--- src/fsra_cfg.svh ---
// constants for the flash security and ram access block
`ifndef FSRA_CFG_SVH
`define FSRA_CFG_SVH
`define FSRA_ADDR_OPTION 16'h1821
`define FSRA_ADDR_CONFIG 16'h1823
`define FSRA_ADDR_PROTECT 16'h1824
`define FSRA_ADDR_KEYBASE 16'h18f0
`define FSRA_ADDR_STATUS 16'h18f8
`define FSRA_ADDR_ERASE 16'h18f9
`define FSRA_KEY_BYTES 8
`define FSRA_KEY_IDX_W 3
`define FSRA_SEC_UNSECURED 2'h2
`define FSRA_OPT_BACKDOOR_KEY_ENABLE_BIT 7
`define FSRA_CFG_KEY_WRITE_ACCESS_BIT 5
`define FSRA_SP_RESET 16'h00ff
`define FSRA_RAM_DEPTH 16
`define FSRA_RAM_AW 4
`define FSRA_BYTE_ZERO 8'h00
`define FSRA_ERASE_MASS 8'h41
`define FSRA_ERASE_BLANK 8'h05
`endif

--- src/fsra_pkg.sv ---
// types for the flash security and ram access block
package fsra_pkg;
    typedef struct packed {
        logic [3:0] ram_addr;
        logic [7:0] wdata;
        logic wr;
        logic rd;
        logic from_debug;
        logic from_secure;
    } fsra_ram_req_t;
    typedef enum logic [1:0] {
        FSRA_SECURE = 2'b00,
        FSRA_KEY_OPEN = 2'b01,
        FSRA_ERASED = 2'b10,
        FSRA_OPEN = 2'b11
    } fsra_sec_t;
endpackage

--- src/fsra_top.sv ---
// flash security, key compare and ram gating
//
// The address-and-strobe port was chosen for this implementation.
`timescale 1ns/10ps
`default_nettype none
`include "fsra_cfg.svh"
module fsra_top
    import fsra_pkg::*;
(
    input wire logic clk_in,
    input wire logic rst_in,
    input wire logic ce_in,
    input wire logic [7:0] nv_protection_byte_in,
    input wire logic [7:0] nv_option_byte_in,
    input wire logic [63:0] backdoor_compare_key_in,
    input wire logic [15:0] addr_in,
    input wire logic [7:0] wdata_in,
    input wire logic wr_in,
    input wire logic rd_in,
    input wire logic bus_from_debug_in,
    input wire logic bus_from_secure_in,
    input wire logic flash_blank_in,
    input wire fsra_ram_req_t ram_req_in,
    output logic [7:0] rdata_out,
    output logic [7:0] ram_rdata_out,
    output logic ram_blocked_out,
    output logic secure_out,
    output logic [15:0] sp_reset_out
);
    // ************************************
    // working copies and key state
    // ************************************
    logic [7:0] prot_ff, nxt_prot;
    logic [7:0] opt_ff, nxt_opt;
    logic [7:0] cfg_ff, nxt_cfg;
    logic loaded_ff, nxt_loaded;
    logic [7:0] key_ff [`FSRA_KEY_BYTES];
    logic [7:0] nxt_key [`FSRA_KEY_BYTES];
    logic [`FSRA_KEY_BYTES-1:0] keyw_ff, nxt_keyw;
    logic erase_ff, nxt_erase;
    fsra_sec_t sec_ff, nxt_sec;
    logic key_wr_ok;
    logic [63:0] key_flat;

    function automatic logic hit(input logic [15:0] a, input logic [15:0] b);
        hit = (a == b);
    endfunction

    // key bytes only from secure user code, never from debug
    assign key_wr_ok = wr_in && bus_from_secure_in && !bus_from_debug_in
        && cfg_ff[`FSRA_CFG_KEY_WRITE_ACCESS_BIT] && opt_ff[`FSRA_OPT_BACKDOOR_KEY_ENABLE_BIT];

    genvar gi;
    generate
        for (gi = 0; gi < `FSRA_KEY_BYTES; gi++) begin : g_key
            assign key_flat[gi*8 +: 8] = key_ff[gi];
        end
    endgenerate

    always_comb begin
        nxt_prot = prot_ff;
        nxt_opt = opt_ff;
        nxt_cfg = cfg_ff;
        nxt_loaded = 1'b1;
        nxt_key = key_ff;
        nxt_keyw = keyw_ff;
        nxt_erase = erase_ff;
        nxt_sec = sec_ff;
        if (!loaded_ff) begin
            // first cycle after reset copies the nonvolatile bytes
            nxt_prot = nv_protection_byte_in;
            nxt_opt = nv_option_byte_in;
            // unsecured only for 1:0
            nxt_sec = (nv_option_byte_in[1:0] == `FSRA_SEC_UNSECURED) ? FSRA_OPEN : FSRA_SECURE;
        end else begin
            if (wr_in && hit(addr_in, `FSRA_ADDR_CONFIG) && !bus_from_debug_in) begin
                nxt_cfg = wdata_in;
                if (!wdata_in[`FSRA_CFG_KEY_WRITE_ACCESS_BIT]) begin
                    nxt_keyw = '0;
                end
            end
            if (wr_in && hit(addr_in, `FSRA_ADDR_PROTECT) && sec_ff != FSRA_SECURE) begin
                nxt_prot = wdata_in;
            end
            // compare once all eight bytes are in, only with key enabled
            if (&keyw_ff) begin
                nxt_keyw = '0;
                if (opt_ff[`FSRA_OPT_BACKDOOR_KEY_ENABLE_BIT] && key_flat == backdoor_compare_key_in
                    && sec_ff == FSRA_SECURE) begin
                    nxt_sec = FSRA_KEY_OPEN;
                end
            end
            // byte written in the compare cycle keeps its written flag
            for (int i = 0; i < `FSRA_KEY_BYTES; i++) begin
                if (key_wr_ok && hit(addr_in, `FSRA_ADDR_KEYBASE + 16'(i))) begin
                    nxt_key[i] = wdata_in;
                    nxt_keyw[i] = 1'b1;
                end
            end
            // mass erase then confirmed blank check lifts security
            if (wr_in && hit(addr_in, `FSRA_ADDR_ERASE)) begin
                if (wdata_in == `FSRA_ERASE_MASS) begin
                    nxt_erase = 1'b1;
                end else if (wdata_in == `FSRA_ERASE_BLANK && erase_ff && flash_blank_in) begin
                    nxt_erase = 1'b0;
                    nxt_sec = FSRA_ERASED;
                end else begin
                    nxt_erase = 1'b0;
                end
            end
        end
    end

    always_ff @(posedge clk_in or posedge rst_in) begin
        if (rst_in) begin
            prot_ff <= `FSRA_BYTE_ZERO;
            opt_ff <= `FSRA_BYTE_ZERO;
            cfg_ff <= `FSRA_BYTE_ZERO;
            loaded_ff <= 1'b0;
            keyw_ff <= '0;
            erase_ff <= 1'b0;
            sec_ff <= FSRA_SECURE;
            for (int i = 0; i < `FSRA_KEY_BYTES; i++) begin
                key_ff[i] <= `FSRA_BYTE_ZERO;
            end
        end else if (ce_in) begin
            prot_ff <= nxt_prot;
            opt_ff <= nxt_opt;
            cfg_ff <= nxt_cfg;
            loaded_ff <= nxt_loaded;
            keyw_ff <= nxt_keyw;
            erase_ff <= nxt_erase;
            sec_ff <= nxt_sec;
            key_ff <= nxt_key;
        end
    end

    // ************************************
    // register read port
    // ************************************
    logic [7:0] nxt_rdata;
    logic is_secure;
    assign is_secure = (sec_ff == FSRA_SECURE);

    always_comb begin
        nxt_rdata = `FSRA_BYTE_ZERO;
        if (rd_in) begin
            unique case (addr_in)
                `FSRA_ADDR_OPTION: nxt_rdata = opt_ff;
                `FSRA_ADDR_CONFIG: nxt_rdata = cfg_ff;
                `FSRA_ADDR_PROTECT: nxt_rdata = prot_ff;
                `FSRA_ADDR_STATUS: nxt_rdata = {5'h00, erase_ff, sec_ff};
                default: nxt_rdata = `FSRA_BYTE_ZERO;
            endcase
        end
    end

    // ************************************
    // ram with security gate
    // ************************************
    // no reset on the array: contents survive every reset
    logic [7:0] ram_mem [`FSRA_RAM_DEPTH];
    logic blocked;
    logic [7:0] nxt_ram_rdata;
    // debug or non-secure code is shut out while secure
    assign blocked = is_secure && (ram_req_in.from_debug || !ram_req_in.from_secure);

    always_comb begin
        nxt_ram_rdata = `FSRA_BYTE_ZERO;
        if (ram_req_in.rd && !blocked) begin
            nxt_ram_rdata = ram_mem[ram_req_in.ram_addr];
        end
    end

    always_ff @(posedge clk_in) begin
        if (ce_in && ram_req_in.wr && !blocked) begin
            ram_mem[ram_req_in.ram_addr] <= ram_req_in.wdata;
        end
    end

    always_ff @(posedge clk_in or posedge rst_in) begin
        if (rst_in) begin
            rdata_out <= `FSRA_BYTE_ZERO;
            ram_rdata_out <= `FSRA_BYTE_ZERO;
            ram_blocked_out <= 1'b0;
            secure_out <= 1'b1;
            sp_reset_out <= `FSRA_SP_RESET;
        end else if (ce_in) begin
            rdata_out <= nxt_rdata;
            ram_rdata_out <= nxt_ram_rdata;
            ram_blocked_out <= (ram_req_in.rd || ram_req_in.wr) && blocked;
            secure_out <= (nxt_sec == FSRA_SECURE);
            sp_reset_out <= `FSRA_SP_RESET;
        end
    end

    // ************************************
    // checks
    // ************************************
    property p_load;
        @(posedge clk_in) disable iff (rst_in)
        (ce_in && !loaded_ff) |=> (opt_ff == $past(nv_option_byte_in));
    endproperty
    a_load: assert property (p_load) else $error("option copy not loaded");

    property p_nokey;
        @(posedge clk_in) disable iff (rst_in)
        (loaded_ff && !opt_ff[`FSRA_OPT_BACKDOOR_KEY_ENABLE_BIT] && sec_ff == FSRA_SECURE && ce_in
            && !(wr_in && addr_in == `FSRA_ADDR_ERASE)) |=> (sec_ff == FSRA_SECURE);
    endproperty
    a_nokey: assert property (p_nokey) else $error("unlock with key off");

    property p_dbgkey;
        @(posedge clk_in) disable iff (rst_in)
        (ce_in && wr_in && bus_from_debug_in && loaded_ff) |=> $stable(key_flat);
    endproperty
    a_dbgkey: assert property (p_dbgkey) else $error("debug loaded key");

    property p_src;
        @(posedge clk_in) disable iff (rst_in)
        (ce_in && wr_in && !bus_from_secure_in && loaded_ff) |=> $stable(keyw_ff) || keyw_ff == '0;
    endproperty
    a_src: assert property (p_src) else $error("key from non-secure");

    property p_block;
        @(posedge clk_in) disable iff (rst_in)
        (ce_in && is_secure && ram_req_in.rd && ram_req_in.from_debug)
            |=> ram_blocked_out && ram_rdata_out == `FSRA_BYTE_ZERO;
    endproperty
    a_block: assert property (p_block) else $error("secure ram leaked");

    property p_sp;
        @(posedge clk_in) disable iff (rst_in)
        1'b1 |-> sp_reset_out == `FSRA_SP_RESET;
    endproperty
    a_sp: assert property (p_sp) else $error("stack reset value wrong");

    property p_sec;
        @(posedge clk_in) disable iff (rst_in)
        (ce_in && !loaded_ff && nv_option_byte_in[1:0] != `FSRA_SEC_UNSECURED) |=> is_secure;
    endproperty
    a_sec: assert property (p_sec) else $error("wrong security decode");

    property p_erase;
        @(posedge clk_in) disable iff (rst_in)
        (sec_ff == FSRA_SECURE ##1 sec_ff == FSRA_ERASED) |-> $past(erase_ff && flash_blank_in);
    endproperty
    a_erase: assert property (p_erase) else $error("erase unlock without blank");

    property p_prot;
        @(posedge clk_in) disable iff (rst_in)
        (ce_in && !loaded_ff) |=> (prot_ff == $past(nv_protection_byte_in));
    endproperty
    a_prot: assert property (p_prot) else $error("protection copy not loaded");

    property p_keyopen;
        @(posedge clk_in) disable iff (rst_in)
        (ce_in && loaded_ff && (&keyw_ff) && opt_ff[`FSRA_OPT_BACKDOOR_KEY_ENABLE_BIT]
            && sec_ff == FSRA_SECURE && key_flat == backdoor_compare_key_in
            && !(wr_in && addr_in == `FSRA_ADDR_ERASE)) |=> (sec_ff == FSRA_KEY_OPEN);
    endproperty
    a_keyopen: assert property (p_keyopen) else $error("matching key did not unlock");

    property p_keysrc;
        @(posedge clk_in) disable iff (rst_in)
        (ce_in && loaded_ff && wr_in && !bus_from_secure_in) |=> $stable(key_flat);
    endproperty
    a_keysrc: assert property (p_keysrc) else $error("key byte from non-secure code");

    property p_unsec;
        @(posedge clk_in) disable iff (rst_in)
        (ce_in && !loaded_ff && nv_option_byte_in[1:0] == `FSRA_SEC_UNSECURED) |=> !is_secure;
    endproperty
    a_unsec: assert property (p_unsec) else $error("unsecured pattern not honoured");

    property p_wrblock;
        @(posedge clk_in) disable iff (rst_in)
        (ce_in && is_secure && ram_req_in.wr && (ram_req_in.from_debug || !ram_req_in.from_secure))
            |=> ram_blocked_out;
    endproperty
    a_wrblock: assert property (p_wrblock) else $error("secure ram write not blocked");

    property p_rdzero;
        @(posedge clk_in) disable iff (rst_in)
        (ce_in && is_secure && ram_req_in.rd && !ram_req_in.from_secure)
            |=> ram_blocked_out && ram_rdata_out == `FSRA_BYTE_ZERO;
    endproperty
    a_rdzero: assert property (p_rdzero) else $error("non-secure code read secure ram");

    property p_open;
        @(posedge clk_in) disable iff (rst_in)
        (ce_in && !is_secure && (ram_req_in.rd || ram_req_in.wr)) |=> !ram_blocked_out;
    endproperty
    a_open: assert property (p_open) else $error("ram blocked while unsecured");

    property p_secout;
        @(posedge clk_in) disable iff (rst_in)
        secure_out == is_secure;
    endproperty
    a_secout: assert property (p_secout) else $error("secure flag disagrees with state");

    property p_keyhold;
        @(posedge clk_in) disable iff (rst_in)
        (ce_in && sec_ff == FSRA_KEY_OPEN && !(wr_in && addr_in == `FSRA_ADDR_ERASE))
            |=> (sec_ff == FSRA_KEY_OPEN);
    endproperty
    a_keyhold: assert property (p_keyhold) else $error("key unlock lost before reset");
endmodule
`default_nettype wire

--- config.mk ---
export PLATFORM = sky130hd
export DESIGN_NAME = fsra_top
export DESIGN_NICKNAME = d
export VERILOG_FILES = /design/src/fsra_pkg.sv /design/src/fsra_top.sv
export VERILOG_INCLUDE_DIRS = /design/src /design/src/src
export SDC_FILE = /design/constraint.sdc
export NUM_CORES = 1
export LEC_CHECK = 0
export BUFFER_PORTS_ARGS = -buffer_cell sky130_fd_sc_hd__buf_2
export CAP_MARGIN = 20
export CORE_MARGIN = 2
export CORE_UTILIZATION = 50
export DETAILED_ROUTE_END_ITERATION = 8
export PLACE_DENSITY = 0.83
export SLEW_MARGIN = 30
export SYNTH_ARGS = -nofsm -noshare
export SYNTH_HDL_FRONTEND = slang
export SYNTH_SLANG_ARGS = --single-unit
--- constraint.sdc ---
create_clock -name clk_in -period 4 [get_ports clk_in]
set_clock_uncertainty 0.1 [all_clocks]
set_input_delay 0.4 -clock clk_in [delete_from_list [all_inputs] [get_ports clk_in]]
set_output_delay 0.4 -clock clk_in [all_outputs]
set_load 0.05 [all_outputs]
# After elaboration in Yosys (flattened, before gate mapping)
# Memories as Yosys holds them, arrays and structs flattened.
# Index checks and enable logic that the tools add are counted.
# totals
ramBits,128
romBits,0
inputBits,128
latch_bits,0
register_bits,118
out_inout_bits,34
word_cells,143
mem_count,1
# mem_list
memory,words,width,read_ports,rd_ports_with_merged_regs,wr,line_no,text
ram_mem,16,8,1,0,1,fsra_top.sv:162,logic [7:0] ram_mem [`FSRA_RAM_DEPTH];
# op_classes
n_lt_le_gt_ge,0
reduce_logical,63
n_mul,0
shift,0
add_sub_neg,0
bitwise,1
div,0
eq_ne,26
muxes,26
# ops
cell,n
equality test 16 x 13 -> 1 bit (second input constant),13
equality test 64 bit,1
two-way mux 8 bit,7
case mux 8 bit (4 select lines),1
AND reduction 4 bit,8
AND reduction 3 bit,10
logical AND 1 bit,26
inequality test 3 x 1 -> 1 bit (second input constant),8
nonzero test 3 bit,8
two-way mux 2 bit,7
two-way mux 1 bit,11
equality test 8 x 3 -> 1 bit (second input constant),1
equality test 8 x 7 -> 1 bit (second input constant),1
AND reduction 8 bit,1
logical NOT 2 bit,2
AND reduction 2 bit,2
logical NOT 1 bit,3
equality test 2 bit (second input constant),1
logical OR 1 bit,2
inequality test 2 x 1 -> 1 bit (second input constant),1
nonzero test 2 bit,1
inverter 1 bit,1

# Depth between registers and ports, before layout
# depth
depth_word,10
depth_mapped,8
ltp_nobuf,6

# Worst setup path before layout
# OpenSTA, ideal clock, no wires.
# synth_timing
path_kind,input-to-reg
from,input port addr_in[9]
to,register secure_out
n_path_buf,0
setup_ps,74
cell_stages,6
arrival_ps,2204
required_time_ps,3826
slack_ps,1622
path_cell_list,or4b_4 > or4_4 > nor4_4 > nor2_1 > or3b_1 > o22ai_2
# synth_via
elab_chain_cells,5
# synth_lines
element,line_no,text
"start, declared",fsra_top.sv:16,"input wire logic [15:0] addr_in,"
equality test 16 x 13 -> 1 bit,fsra_top.sv:46,hit = (a == b);
logical AND 1 bit,fsra_top.sv:101,"if (wr_in && hit(addr_in, `FSRA_ADDR_ERASE)) begin"
two-way mux 2 bit,fsra_top.sv:101,
two-way mux 2 bit,fsra_top.sv:69,if (!loaded_ff) begin
logical NOT 2 bit,fsra_top.sv:192,secure_out <= (nxt_sec == FSRA_SECURE);
"end signal, assigned",fsra_top.sv:192,
"end, declared",fsra_top.sv:27,"output logic secure_out,"
# No other way between the ends.
# A chain may end at the register's enable or synchronous reset.

# Final worst setup path
# layout_timing
from,register sec_ff[1]
to,"memory ram_mem[13][7], enable pin"
# layout_via
elab_chain_cells,6
# layout_lines
element,line_no,text
"start, declared",fsra_top.sv:41,"fsra_sec_t sec_ff, nxt_sec;"
"start signal, assigned",fsra_top.sv:133,sec_ff <= nxt_sec;
logical NOT 2 bit,fsra_top.sv:143,assign is_secure = (sec_ff == FSRA_SECURE);
logical AND 1 bit,fsra_top.sv:166,assign blocked = is_secure && (ram_req_in.from_debug || !ram_req_in.from_secure);
logical NOT 1 bit,fsra_top.sv:176,if (ce_in && ram_req_in.wr && !blocked) begin
logical AND 1 bit,fsra_top.sv:176,
two-way mux 1 bit,fsra_top.sv:176,
two-way mux 1 bit (not written as such),fsra_top.sv:177,ram_mem[ram_req_in.ram_addr] <= ram_req_in.wdata;
"end, declared",fsra_top.sv:162,
# No other way between the ends.

==> run metrics <==
status finished, final reports clean; CP Launch Type register; Longest Clk Path Bufs 3; cells on worst reg2reg path 6; final worst path period share 60.92%; Clock Sinks 246; Flop pwr share 49.9%; fin nets 978; maxcap violations 0; Area Overhead vs Synth 17.20%; Register Area 0.006798 mm^2; Synth area leader edfxtp_1; Worst Setup EP ram_mem[13][7]; via count 6443; CTS tree done; Mean Syn Cell Area 15.33 um^2; Crit Path Max Fanout 8; Worst Setup End Kind register; Least-Margin Pin Slew 899.5 ps; worst hold path type primary input to register; H-tree levels 1; Post-Syn Area 0.01067 mm^2; DRT Wirelength 24210 um; Crit path required time 4030 ps; peak supply drop 0.4162 mV; Final Hold Viols 0; Post-synth EDFFs 128; #FFs+latches synth 246; Psw 1.228 mW; core box area 0.02096 mm^2; vias in the first global route 6486; ys flop type edfxtp_1; drt pass-1 iters 5; vias per cell 5.632; Setup WS post-layout 1563 ps; worst reg2reg path endpoint ram_mem[13][7]; Post-Synthesis Cells 696; Post-route DRC 0; Final TNS setup 0 ps; Cell Rows 53; dpl ws 1117 ps; Leak 5.305 nW; crit-path most repeated cell nand3_1; Reg2Reg Setup Slack 1560 ps; largest net degree at the start of global routing 83; Power Internal 4.268 mW; die width 150.1 um; DIE AREA 0.02253 mm^2; initial antenna violation count 0; CP arrival 2470 ps; Power, Total 5.495 mW; Starting Density 50.93%; CTS Buf Count 25; Netlist cell types 52; largest cells by area after synthesis edfxtp_1, dfrtp_1, mux4_2; layout cell share with drive strength beyond 1 37.86%; Skew-Pair Late Insertion Delay 520 ps; FMAX 410.4 MHz; hpwl dp 16710 um; GRT Total Usage 21.50%; largest stage delay on the critical path 740 ps; multi-input logic area 0.003585 mm^2; Comb power frac 7.5%; final slew viol count 0; Ys Warns 0; Final Wtd Congestion 0.8560; Worst Setup Path Type register to register; FF-to-FF Start sec_ff[1]; clock network power share 42.7%; final antenna-violating net count 0; Final min period 2437 ps; root buffer cell clkbuf_16; wire length per cell 21.16 um; diodes inserted 0; asr flop ratio synth 47.97%; area share of the largest cell type after synthesis 36.01%; slew margin rel. 39.81%; grt ovf 0; global-route wire length before repair 36450 um; RSZ-0062 raised after global routing no; Top-Level Pins 162; PD cells 439.3 mW/mm^2; fin util 59.69%; Die Ht 150.1 um; sw frac 22.34%; Fillers 1597; IO Port Bufs 145; Finish-stage setup viols 0; clock-pin slew on the worst setup and hold paths 60 ps; sequential-to-total area share from yosys stat 63.69%; initial drt markers 486; Crit-path slowest cell nor2_1; CP cell instances or2_2 > a21o_1 > nand3_1 > inv_1 > nand3_1 > nor2_1; Crit. Startpoint sec_ff[1]
-- what timing repair did --
action,CTS,global route
gates resized for setup,0,0
setup buffers,0,0
hold endpoints to repair,82,0
hold buffers,4,0
-- cell usage in the layout (no fill, tap or decap), types with 18 or more instances in the layout --
master | netlist | layout
clkbuf_16 | 0 | 25
nor2_1 | 30 | 29
inv_1 | 29 | 28
xor2_1 | 32 | 32
nand4_1 | 18 | 18
xnor2_1 | 32 | 32
buf_2 | 5 | 144
mux4_2 | 40 | 40
edfxtp_1 | 128 | 128
dfrtp_1 | 117 | 117
mux2_2 | 77 | 77
nand2_1 | 25 | 25
-- power groups by stage --
| stage | Combinational (mW) | Sequential, mW | Clock, mW |
|---|---|---|---|
| global placement | 0.397 | 2.79 | 0 |
| global route | 0.444 | 2.74 | 2.49 |
| CTS | 0.413 | 2.74 | 2.38 |
| floorplan | 0.224 | 2.82 | 0 |
| detailed placement | 0.407 | 2.79 | 0 |
| finish | 0.411 | 2.74 | 2.34 |
-- metrics by stage --
stage          hold slack, ps  instance area (um^2)  instances
2_1_floorplan           339.4                 10730        710
3_3_place_gp            360.3                 11620       1094
3_5_place_dp            366.8                 11630       1094
4_1_cts                0.3172                 12500       1144
5_1_grt                 13.39                 12510       1144
6_report                21.94                 12510       1144
-- registers in the layout (all words and copies together) (netlist names) --
name / flops
rdata_out: 8
ram_blocked_out: 1
ram_rdata_out: 8
key_ff: 64
loaded_ff: 1
sec_ff: 2
erase_ff: 1
secure_out: 1
keyw_ff: 8
opt_ff: 8
prot_ff: 8
cfg_ff: 8
ram_mem: 128
-- final cells by class --
cell class,instances,area share (%)
Sequential cell,246,54.35
Multi-Input combinational cell,390,28.66
Timing Repair Buffer,158,6.682
Clock buffer,33,5.482
Tap cell,275,2.751
Clock inverter,13,1.170
Inverter,29,0.9103
-- worst min-delay path by stage --
stage / slack [ps] / to / start / cells past startpoint
detailed placement: 370 / keyw_ff[5] / keyw_ff[5] / 1
CTS: 0.3 / opt_ff[7] / nv_option_byte_in[7] / 2
global placement: 360 / keyw_ff[4] / keyw_ff[4] / 2
global route: 10 / opt_ff[7] / nv_option_byte_in[7] / 2
floorplan: 340 / keyw_ff[4] / keyw_ff[4] / 2
finish: 20 / opt_ff[6] / nv_option_byte_in[6] / 2
-- worst max-delay path, delay by kind of cell, from the launching register on --
kind	cells	cell delay [ps]
buffers and inverters	1	130
AND/OR/NAND/NOR	4	1240
flip-flops	1	390
AO/OA/AOI/OAI	1	190
-- cell families after synthesis --
| kind of cell | share of synthesized area, % |
|---|---|
| other | 0.07037 |
| AOI/OAI and AO/OA | 3.330 |
| muxes | 17.32 |
| xor gates and xnor gates | 5.252 |
| DFF | 63.69 |
| buffers and inverters | 3.329 |
| and+or+nand+nor | 7.011 |
-- metal layers --
metal / wire length (um) / share of wire (%) / track usage, % / vias up
met4: 578 / 2.4 / 6.038 / 0
met2: 12220 / 50 / 37.31 / 267
met1: 9856 / 41 / 28.48 / 3239
li1: - / - / - / 2894
met3: 1556 / 6.4 / 3.152 / 43
met5: 0 / 0 / 0 / -
-- synthesized netlist by cell type, types with 2 or more instances --
cell type and number:
and3_1 4, nand3b_1 2, a22o_1 4, or2_2 2
conb_1 2, nor3b_1 2, nand4_1 18, nor2b_1 3
nand2_1 25, mux2i_1 8, buf_4 17, buf_1 4
mux4_2 40, mux2_2 77, nor4_1 11, nor3_1 8
o21ai_0 6, nand3_1 6, or4b_4 2, a221oi_1 3
a222oi_1 4, edfxtp_1 128, nor2_1 30, nor3_2 2
dfrtp_1 117, a21oi_1 9, a21o_1 4, nor2_2 3
xnor2_1 32, nor4b_1 2, xor2_1 32, inv_1 29
nand2b_1 5, buf_2 5, o22ai_1 16, clkbuf_1 18
(Power assumes the default switching activity.)
